==> src/hw/timer_pkg.sv <==
// constants for the dual unchained timer with event capture
package timer_pkg;
    // register bus
    localparam int          ADDR_W            = 8;
    localparam int          DATA_W            = 32;
    localparam logic [7:0]  OFF_GLOBAL_CTRL   = 8'h00;
    localparam logic [7:0]  OFF_CONTROL_WORD  = 8'h04;
    localparam logic [7:0]  OFF_LOWER_COUNT   = 8'h08;
    localparam logic [7:0]  OFF_UPPER_COUNT   = 8'h0C;
    localparam logic [7:0]  OFF_LOWER_PERIOD  = 8'h10;
    localparam logic [7:0]  OFF_UPPER_PERIOD  = 8'h14;
    localparam logic [7:0]  OFF_LOWER_RELOAD  = 8'h18;
    localparam logic [7:0]  OFF_UPPER_RELOAD  = 8'h1C;
    localparam logic [7:0]  OFF_LOWER_CAPTURE = 8'h20;
    localparam logic [7:0]  OFF_UPPER_CAPTURE = 8'h24;

    // global_timer_control fields
    localparam int          GTC_RUN_LSB       = 0;
    localparam int          GTC_MODE_LSB      = 2;
    localparam int          GTC_LEGACY_BIT    = 4;
    localparam int          GTC_PSC_PER_LSB   = 8;
    localparam int          GTC_PSC_CNT_LSB   = 12;
    localparam logic [31:0] GTC_STORE_MASK    = 32'h00000F1F;
    localparam logic [31:0] GTC_RESET         = 32'h00000000;

    // timer_control_word fields, per half at a stride of 16
    localparam int          TCW_HALF_STRIDE   = 16;
    localparam int          TCW_ENA_LSB       = 6;
    localparam int          TCW_CLOCK_SOURCE_SEL_BIT    = 8;
    localparam int          TCW_CAPEN_BIT     = 11;
    localparam int          TCW_CAPEDGE_LSB   = 12;
    localparam logic [31:0] TCW_STORE_MASK    = 32'h39C039C0;
    localparam logic [31:0] TCW_RESET         = 32'h00000000;

    localparam logic [31:0] COUNT_RESET       = 32'h00000000;
    localparam logic [31:0] PERIOD_RESET      = 32'h00000000;
    localparam logic [3:0]  PSC_RESET         = 4'h0;

    // timer_mode_select values
    localparam logic [1:0]  MODE_UNCHAINED    = 2'h1;

    // half_enable_mode values
    localparam logic [1:0]  ENA_OFF           = 2'h0;
    localparam logic [1:0]  ENA_ONESHOT       = 2'h1;
    localparam logic [1:0]  ENA_CONT          = 2'h2;
    localparam logic [1:0]  ENA_RELOAD        = 2'h3;

    // capture edge selection values; anything else means both edges
    localparam logic [1:0]  EDGE_RISE         = 2'h0;
    localparam logic [1:0]  EDGE_FALL         = 2'h1;
endpackage : timer_pkg

==> src/hw/dual_unchained_timer_capture.sv <==
// dual 32-bit unchained timer with 4-bit prescaler and event capture
//
// The address-and-strobe port and the placing of the registers were decided locally.
`timescale 1ns/1ps
// Notes on behaviour
// RL1: mode field value 1 selects dual unchained
// RL2: upper half prescaled, lower half counts directly
// RL3: upper prescaler clock internal or external
// RL4: prescaler counts, pulses cycle after period match
// RL5: upper counter steps per pulse, events on match
// RL6: lower counter steps per clock, events on match
// RL7: continuous modes clear counter cycle after match
// RL8: per-half run bit, zero holds half reset
// RL9: enable mode 0 freezes the counter
// RL10: enable mode 1 counts to period, stops
// RL11: enable mode 2 wraps to zero, repeats
// RL12: enable mode 3 reloads period at wrap
// RL13: external clock synchronised; software waits one period
// RL14: zero counter and period never advance
// RL15: software writes reload before cycle ends
// RL16: software setup order for unchained half
// RL17: software setup order for chained operation
// RL18: each half ignores other half's control bits
// RL19: capture only on capable instance, legacy, unchained
// RL20: capture event: events, copy, reload, restart
// RL21: capture needs internal clock, continuous mode
// RL22: per-half capture enable and edge select
// RL23: outside unchained mode upper enable does nothing
// RL24: capture input synchronised, one action per edge
module dual_unchained_timer_capture
    import timer_pkg::*;
#(
    parameter bit CAPTURE_SUPPORTED = 1'b1
) (
    // clock and reset
    input  wire logic              clk_i,
    input  wire logic              rst_i,
    // register port
    input  wire logic [ADDR_W-1:0] addr_i,
    input  wire logic [DATA_W-1:0] wdata_i,
    input  wire logic              we_i,
    input  wire logic              re_i,
    output logic      [DATA_W-1:0] rdata_o,
    // pins
    input  wire logic              ext_clk_i,
    input  wire logic              lower_capture_i,
    input  wire logic              upper_capture_i,
    // lower half events
    output logic                   lower_timer_irq_o,
    output logic                   lower_timer_dma_event_o,
    output logic                   lower_real_time_output_o,
    // upper half events
    output logic                   upper_timer_irq_o,
    output logic                   upper_timer_dma_event_o,
    output logic                   upper_real_time_output_o
);

    // register file state
    logic [31:0] gtc_reg;
    logic [31:0] gtc_next;
    logic [31:0] ctl_reg;
    logic [31:0] ctl_next;
    logic [31:0] rel_reg  [2];
    logic [31:0] rel_next [2];
    logic [31:0] rdata_reg;
    logic [31:0] rdata_next;

    // per-half counting state, index 0 lower, 1 upper
    logic [31:0] cnt_reg  [2];
    logic [31:0] cnt_next [2];
    logic [31:0] prd_reg  [2];
    logic [31:0] prd_next [2];
    logic [31:0] cap_reg  [2];
    logic [31:0] cap_next [2];
    logic [1:0]  evt_reg;
    logic [1:0]  evt_next;
    logic [3:0]  psc_reg;
    logic [3:0]  psc_next;
    logic        psc_pulse_reg;
    logic        psc_pulse_next;

    // synchronisers: stage one is read only by stage two
    logic        ext_s1_reg;
    logic        ext_s2_reg;
    logic        ext_s3_reg;
    logic [1:0]  cap_s1_reg;
    logic [1:0]  cap_s2_reg;
    logic [1:0]  cap_s3_reg;

    // decoded control
    logic        unchained;
    logic        legacy;
    logic        ext_rise;
    logic [1:0]  run;
    logic [1:0]  active;
    logic [1:0]  in_tick;
    logic [1:0]  count_tick;
    logic [1:0]  cap_hit;
    logic [1:0]  cnt_we;
    logic [1:0]  prd_we;
    logic [1:0]  rel_we;
    logic [1:0]  mode [2];
    logic        psc_we;
    logic [3:0]  psc_period;

    assign unchained  = gtc_reg[GTC_MODE_LSB +: 2] == MODE_UNCHAINED; // [RL1]
    assign legacy     = gtc_reg[GTC_LEGACY_BIT];
    assign psc_period = gtc_reg[GTC_PSC_PER_LSB +: 4];
    assign ext_rise   = ext_s2_reg & ~ext_s3_reg; // [RL13]
    assign psc_we     = we_i && (addr_i == OFF_GLOBAL_CTRL);
    assign cnt_we[0]  = we_i && (addr_i == OFF_LOWER_COUNT);
    assign cnt_we[1]  = we_i && (addr_i == OFF_UPPER_COUNT);
    assign prd_we[0]  = we_i && (addr_i == OFF_LOWER_PERIOD);
    assign prd_we[1]  = we_i && (addr_i == OFF_UPPER_PERIOD);
    assign rel_we[0]  = we_i && (addr_i == OFF_LOWER_RELOAD);
    assign rel_we[1]  = we_i && (addr_i == OFF_UPPER_RELOAD);

    // the upper half sees only prescaler pulses, the lower half raw ticks
    assign count_tick[0] = in_tick[0]; // [RL2] [RL6]
    assign count_tick[1] = psc_pulse_reg; // [RL2] [RL5]

    always_ff @(posedge clk_i) begin
        if (rst_i) begin
            ext_s1_reg <= 1'b0;
            ext_s2_reg <= 1'b0;
            ext_s3_reg <= 1'b0;
            cap_s1_reg <= 2'h0;
            cap_s2_reg <= 2'h0;
            cap_s3_reg <= 2'h0;
        end else begin
            ext_s1_reg <= ext_clk_i;
            ext_s2_reg <= ext_s1_reg;
            ext_s3_reg <= ext_s2_reg;
            cap_s1_reg <= {upper_capture_i, lower_capture_i}; // [RL24]
            cap_s2_reg <= cap_s1_reg;
            cap_s3_reg <= cap_s2_reg;
        end
    end

    // register writes and read data, answered one cycle later
    always_comb begin
        gtc_next    = gtc_reg;
        ctl_next    = ctl_reg;
        rel_next[0] = rel_reg[0];
        rel_next[1] = rel_reg[1];
        rdata_next  = 32'h00000000;
        if (psc_we) begin
            gtc_next = wdata_i & GTC_STORE_MASK;
        end
        if (we_i && (addr_i == OFF_CONTROL_WORD)) begin
            ctl_next = wdata_i & TCW_STORE_MASK;
        end
        // reload stays writable while running, so software can stage it
        if (rel_we[0]) begin
            rel_next[0] = wdata_i; // [RL15]
        end
        if (rel_we[1]) begin
            rel_next[1] = wdata_i; // [RL15]
        end
        if (re_i) begin
            case (addr_i)
                OFF_GLOBAL_CTRL: begin
                    rdata_next = gtc_reg;
                    rdata_next[GTC_PSC_CNT_LSB +: 4] = psc_reg;
                end
                OFF_CONTROL_WORD:  rdata_next = ctl_reg;
                OFF_LOWER_COUNT:   rdata_next = cnt_reg[0];
                OFF_UPPER_COUNT:   rdata_next = cnt_reg[1];
                OFF_LOWER_PERIOD:  rdata_next = prd_reg[0];
                OFF_UPPER_PERIOD:  rdata_next = prd_reg[1];
                OFF_LOWER_RELOAD:  rdata_next = rel_reg[0];
                OFF_UPPER_RELOAD:  rdata_next = rel_reg[1];
                OFF_LOWER_CAPTURE: rdata_next = cap_reg[0];
                OFF_UPPER_CAPTURE: rdata_next = cap_reg[1];
                default:           rdata_next = 32'h00000000;
            endcase
        end
    end

    always_ff @(posedge clk_i) begin
        if (rst_i) begin
            gtc_reg    <= GTC_RESET;
            ctl_reg    <= TCW_RESET;
            rel_reg[0] <= PERIOD_RESET;
            rel_reg[1] <= PERIOD_RESET;
            rdata_reg  <= 32'h00000000;
        end else begin
            gtc_reg    <= gtc_next;
            ctl_reg    <= ctl_next;
            rel_reg[0] <= rel_next[0];
            rel_reg[1] <= rel_next[1];
            rdata_reg  <= rdata_next;
        end
    end

    assign rdata_o = rdata_reg;

    // 4-bit prescaler for the upper half
    always_comb begin
        psc_next       = psc_reg;
        psc_pulse_next = 1'b0;
        if (!run[1]) begin
            psc_next = PSC_RESET; // [RL8]
        end else if (psc_we) begin
            psc_next = wdata_i[GTC_PSC_CNT_LSB +: 4];
        end else if (active[1] && in_tick[1]) begin
            if (psc_reg == psc_period) begin
                psc_next       = PSC_RESET;
                psc_pulse_next = 1'b1; // [RL4]
            end else begin
                psc_next = psc_reg + 4'h1; // [RL4]
            end
        end
    end

    always_ff @(posedge clk_i) begin
        if (rst_i) begin
            psc_reg       <= PSC_RESET;
            psc_pulse_reg <= 1'b0;
        end else begin
            psc_reg       <= psc_next;
            psc_pulse_reg <= psc_pulse_next;
        end
    end

    for (genvar h = 0; h < 2; h++) begin : g_half
        localparam int B = h * TCW_HALF_STRIDE;
        logic       srcsel;
        logic       capen;
        logic [1:0] edgesel;
        logic       cap_rise;
        logic       cap_fall;
        logic       cap_ok;

        // each half reads only its own 16 control bits
        assign mode[h]  = ctl_reg[B + TCW_ENA_LSB +: 2]; // [RL18]
        assign srcsel   = ctl_reg[B + TCW_CLOCK_SOURCE_SEL_BIT];
        assign capen    = ctl_reg[B + TCW_CAPEN_BIT]; // [RL22]
        assign edgesel  = ctl_reg[B + TCW_CAPEDGE_LSB +: 2]; // [RL22]
        assign run[h]   = gtc_reg[GTC_RUN_LSB + h]; // [RL8]
        assign in_tick[h] = srcsel ? ext_rise : 1'b1; // [RL3] [RL13]
        // outside unchained mode neither enable field runs a half
        assign active[h] = run[h] && unchained && mode[h] != ENA_OFF; // [RL23]
        assign cap_rise = cap_s2_reg[h] & ~cap_s3_reg[h]; // [RL24]
        assign cap_fall = ~cap_s2_reg[h] & cap_s3_reg[h]; // [RL24]
        assign cap_ok   = CAPTURE_SUPPORTED && legacy && unchained &&
                          run[h] && capen && !srcsel && mode[h][1]; // [RL19] [RL21]
        always_comb begin
            case (edgesel)
                EDGE_RISE: cap_hit[h] = cap_ok && cap_rise; // [RL22]
                EDGE_FALL: cap_hit[h] = cap_ok && cap_fall; // [RL22]
                default:   cap_hit[h] = cap_ok && (cap_rise || cap_fall);
            endcase
        end

        always_comb begin
            cnt_next[h] = cnt_reg[h];
            prd_next[h] = prd_reg[h];
            cap_next[h] = cap_reg[h];
            evt_next[h] = 1'b0;
            if (prd_we[h]) begin
                prd_next[h] = wdata_i;
            end
            if (!run[h]) begin
                cnt_next[h] = COUNT_RESET; // [RL8]
            end else if (cnt_we[h]) begin
                cnt_next[h] = wdata_i;
            end else if (cap_hit[h]) begin
                // restart the cycle: snapshot, events, reload in reload mode, count from 0
                cap_next[h] = cnt_reg[h]; // [RL20]
                evt_next[h] = 1'b1; // [RL20]
                cnt_next[h] = COUNT_RESET; // [RL20]
                if (mode[h] == ENA_RELOAD) begin
                    prd_next[h] = rel_reg[h]; // [RL20]
                end
            end else if (active[h] && count_tick[h]) begin
                if (cnt_reg[h] == prd_reg[h]) begin
                    // one-shot simply holds here; equal zeros never move
                    if (mode[h] != ENA_ONESHOT) begin // [RL10] [RL14]
                        cnt_next[h] = COUNT_RESET; // [RL7] [RL11]
                        if (mode[h] == ENA_RELOAD) begin
                            prd_next[h] = rel_reg[h]; // [RL12]
                        end
                    end
                end else begin
                    // counts past all-ones roll over to zero naturally
                    cnt_next[h] = cnt_reg[h] + 32'h00000001; // [RL5] [RL6]
                    if (cnt_reg[h] + 32'h00000001 == prd_reg[h]) begin
                        evt_next[h] = 1'b1; // [RL5] [RL6]
                    end
                end
            end
            // mode 0 leaves every value untouched [RL9]
        end

        always_ff @(posedge clk_i) begin
            if (rst_i) begin
                cnt_reg[h] <= COUNT_RESET;
                prd_reg[h] <= PERIOD_RESET;
                cap_reg[h] <= COUNT_RESET;
                evt_reg[h] <= 1'b0;
            end else begin
                cnt_reg[h] <= cnt_next[h];
                prd_reg[h] <= prd_next[h];
                cap_reg[h] <= cap_next[h];
                evt_reg[h] <= evt_next[h];
            end
        end

    end

    assign lower_timer_irq_o        = evt_reg[0];
    assign lower_timer_dma_event_o  = evt_reg[0];
    assign lower_real_time_output_o = evt_reg[0];
    assign upper_timer_irq_o        = evt_reg[1];
    assign upper_timer_dma_event_o  = evt_reg[1];
    assign upper_real_time_output_o = evt_reg[1];
endmodule : dual_unchained_timer_capture

==> config.mk <==
export PLATFORM = sky130hd
export DESIGN_NAME = dual_unchained_timer_capture
export DESIGN_NICKNAME = d
export VERILOG_FILES = /design/src/hw/timer_pkg.sv /design/src/hw/dual_unchained_timer_capture.sv
export SDC_FILE = /design/constraint.sdc
export NUM_CORES = 1
export LEC_CHECK = 0
export ABC_CLOCK_PERIOD_IN_PS = 4340
export BUFFER_PORTS_ARGS = -buffer_cell sky130_fd_sc_hd__buf_2
export CORE_ASPECT_RATIO = 1.1
export CORE_MARGIN = 1
export CORE_UTILIZATION = 45
export DETAILED_ROUTE_END_ITERATION = 8
export GPL_TIMING_DRIVEN = 1
export PLACE_DENSITY = 0.61
export REMOVE_ABC_BUFFERS = 1
export SLEW_MARGIN = 10
export SYNTH_ARGS = -nofsm -noshare
export SYNTH_HDL_FRONTEND = slang
export SYNTH_SLANG_ARGS = --single-unit
==> constraint.sdc <==
create_clock -name clk_i -period 4.34 [get_ports clk_i]
set_input_delay 0.434 -clock clk_i [delete_from_list [all_inputs] [get_ports clk_i]]
set_output_delay 0.434 -clock clk_i [all_outputs]
set_load 0.03 [all_outputs]
==> impl_metrics.toml <==
[status]
status = "finished, final reports clean"

[global_route]
first_global_vias = 17340
grt_overflow = 0
grt_use_total_pct = 36.78
antenna_found_initial = 1
grt_max_degree = 94
grt_pass1_wl_mm = 111.0

[clock_tree]
cts_root_buf = "clkbuf_16"
hold_buffers = 0
clkTransAtPathRegs_ps = 60
insertion_delay_ps = 570
tritoncts = "yes"
clk_path_buf_depth = 3
post_cts_resized = 0
h-tree-depth = 2
cts_sinks = 325
post_cts.repair.setup_buffers = 0
numCtsBuffers = 38

[routing]
wl_mm = 74.62
viasPerCell = 6.579
wl_per_cell_um = 27.21
drt_iter0_markers = 1739
first_pass_iters = 6
vias = 18040
drc = 0
ant_nets = 0

[critical_path]
ff2ff_setup_slack_ps = 530
critPathLaunchType = "register"
r2r_cells = 8
regToRegStartpoint = "cnt_reg[0][0]"
arrival_ps = 4220
critical_path.max_fanout = 9
path_class = "register to register"
crit_path_start = "cnt_reg[0][0]"
worstPathRequired_ps = 4740
r2r-end = "lower_real_time_output_o"
endpoint_kind = "register"

[cells_and_area]
area_growth_pct = 11.04
fin_util_pct = 51.13
multi_input_area_sq_um = 10270
fin_nets = 2268
regArea_sq_um = 6506
drive_gt1_share_pct = 12.18
num-fill-cells = 3828

[floorplan]
pin_count = 85
coreArea_sq_um = 38470
die_y_um = 210.1
num_rows = 75
dieArea_sq_um = 40170
die_x_um = 191.2
initial_utilization_pct = 46.05

[pwr]
pwr_density_cell_nw_per_um2 = 330.2
peakVddDrop_v = 0.0003083
power.leakage_uw = 0.007110

[yosys]
synth_area_sq_um = 17720
synthArstFlopShare_pct = 0
synth_top_cell_by_area = "dfxtp_1"
synth_top_area_share_pct = 36.72
yosysSeqAreaShare_pct = 36.72
ys.flop_type = "dfxtp_1"
synthCells = 2254
syn_avg_cell_area_sq_um = 7.860
synth-edff-count = 0
synth_top_cells_by_area = "dfxtp_1, nand2_1, a21oi_1, nor2_1, clkbuf_1"
ys_warn_count = 0
ys_ff_latch = 325
synth.distinct_cells = 76

[sta]
slew_viol_final = 0
rsz0062_at_grt = "false"
finalSetupViolCount = 0
worst_pin_slew_ps = 1195
holdWs_ps = 92.78
finClkSkew_ps = 17.86
period_needed_ps = 3815
hold_violations = 0
slew-limit-headroom_pct = 20.03
max_freq_mhz = 262.2
post-route-period-util_pct = 87.89

[hold_path]
min_from = "lower_capture_i"
hold_path_depth = 2
hp-class = "input port to register"
min_to = "cap_s1_reg[0]"

[placed_design]
dpl.hpwl_mm = 52.31
io_buffers = 84
gp_congestion = 1.012

[flow_run]
max_cap_viol_count = 0
[critical path, stage by stage, from the launching register on]
cell,delay (ps)
dfxtp_1,530
ha_1,390
and4_1,370
nand3_1,330
nor2_1,350
xor2_1,100
or4_1,540
or4_1,570
o31ai_1,470
[worst max path at each step]
stage / endpoint / slack [ps] / cells after the start
6_report: lower_real_time_output_o / 530 / 8
3_5_place_dp: lower_real_time_output_o / 600 / 8
3_3_place_gp: lower_real_time_output_o / 530 / 8
5_1_grt: lower_real_time_output_o / 390 / 8
4_1_cts: lower_real_time_output_o / 580 / 8
2_1_floorplan: cnt_reg[1][15] / -550 / 7
[power by group]
group	total [uW]	switching [uW]	internal, uW
logic	208	164	44.0
registers	2990	3.44	2990
clock network	3300	1340	1960
total	6500	1510	4990
[through the flow]
stage	std cells	worst slack, ps	TNS (ps)	cell area, sq um	power, uW
after floorplan	2027	-551.1	-18250	16740	3104
after CTS	2741	584.8	0	19670	6527
final	2742	525.4	0	19670	6496
after detailed placement	2674	602.3	0	18410	3259
after global routing	2741	386.1	0	19670	6641
after global placement	2674	531.3	0	18410	3258
[per-layer routing]
| layer | routed length, um | track usage, % |
|---|---|---|
| met1 | 30970 | 47.86 |
| met2 | 33750 | 58.43 |
| met3 | 5716 | 5.644 |
| met4 | 4165 | 19.49 |
| met5 | 13 | 0 |
[logic make-up (layout without fill, tap and decap cells)]
logic type                 count (synthesis)  count (layout)  synth area share (%)
and+or+nand+nor                          919             919                 24.50
muxes                                     93              93                 5.480
other                                      0               1                     0
buffers and inverters                    246             233                 5.904
xor gates and xnor gates                 112             112                 5.537
adders and majority gates                  7               7                0.4943
AOI/OAI and AO/OA                        552             552                 21.36
DFF                                      325             325                 36.72
[layout make-up]
cell class                      instances  share of cell area, %
Clock inverter                         13                 0.7823
Clock buffer                           54                  5.616
Antenna cell                            1                0.01272
Sequential cell                       325                  33.07
Tap cell                              500                  3.180
Timing Repair Buffer                  147                  4.776
Multi-Input combinational cell       1683                  52.20
Inverter                               19                 0.3625
[cells in the mapped netlist, drive strengths merged, types with 7 or more instances]
master,count
a21oi,166
a221oi,25
a222oi,41
a22o,19
a22oi,12
a311oi,66
a31oi,41
a32oi,7
and2,17
and3,11
and4,15
buf,57
clkbuf,170
dfxtp,325
ha,7
inv,19
mux2,32
mux2i,61
nand2,360
nand2b,7
nand3,110
nand3b,8
nand4,34
nor2,216
nor2b,22
nor3,35
nor4,47
nor4b,7
o211ai,30
o21ai,80
o22ai,7
o31ai,22
or4,7
xnor2,56
xor2,56
[layout by cell type (no fill, tap or decap), drive strengths merged, types with 15 or more instances in the layout]
| cell | netlist | routed |
|---|---|---|
| a31oi | 41 | 41 |
| mux2i | 61 | 61 |
| nor2b | 22 | 22 |
| o211ai | 30 | 30 |
| xor2 | 56 | 56 |
| o21ai | 80 | 80 |
| a222oi | 41 | 41 |
| nand4 | 34 | 34 |
| mux2 | 32 | 32 |
| nand3 | 110 | 110 |
| a221oi | 25 | 25 |
| a311oi | 66 | 66 |
| nor3 | 35 | 35 |
| inv | 19 | 20 |
| nand2 | 360 | 360 |
| a22o | 19 | 19 |
| clkbuf | 170 | 54 |
| and2 | 17 | 17 |
| dfxtp | 325 | 325 |
| nor2 | 216 | 216 |
| a21oi | 166 | 166 |
| xnor2 | 56 | 56 |
| o31ai | 22 | 22 |
| and4 | 15 | 15 |
| nor4 | 47 | 47 |
| buf | 57 | 147 |
Note: power is estimated with default switching activity, not from simulation.
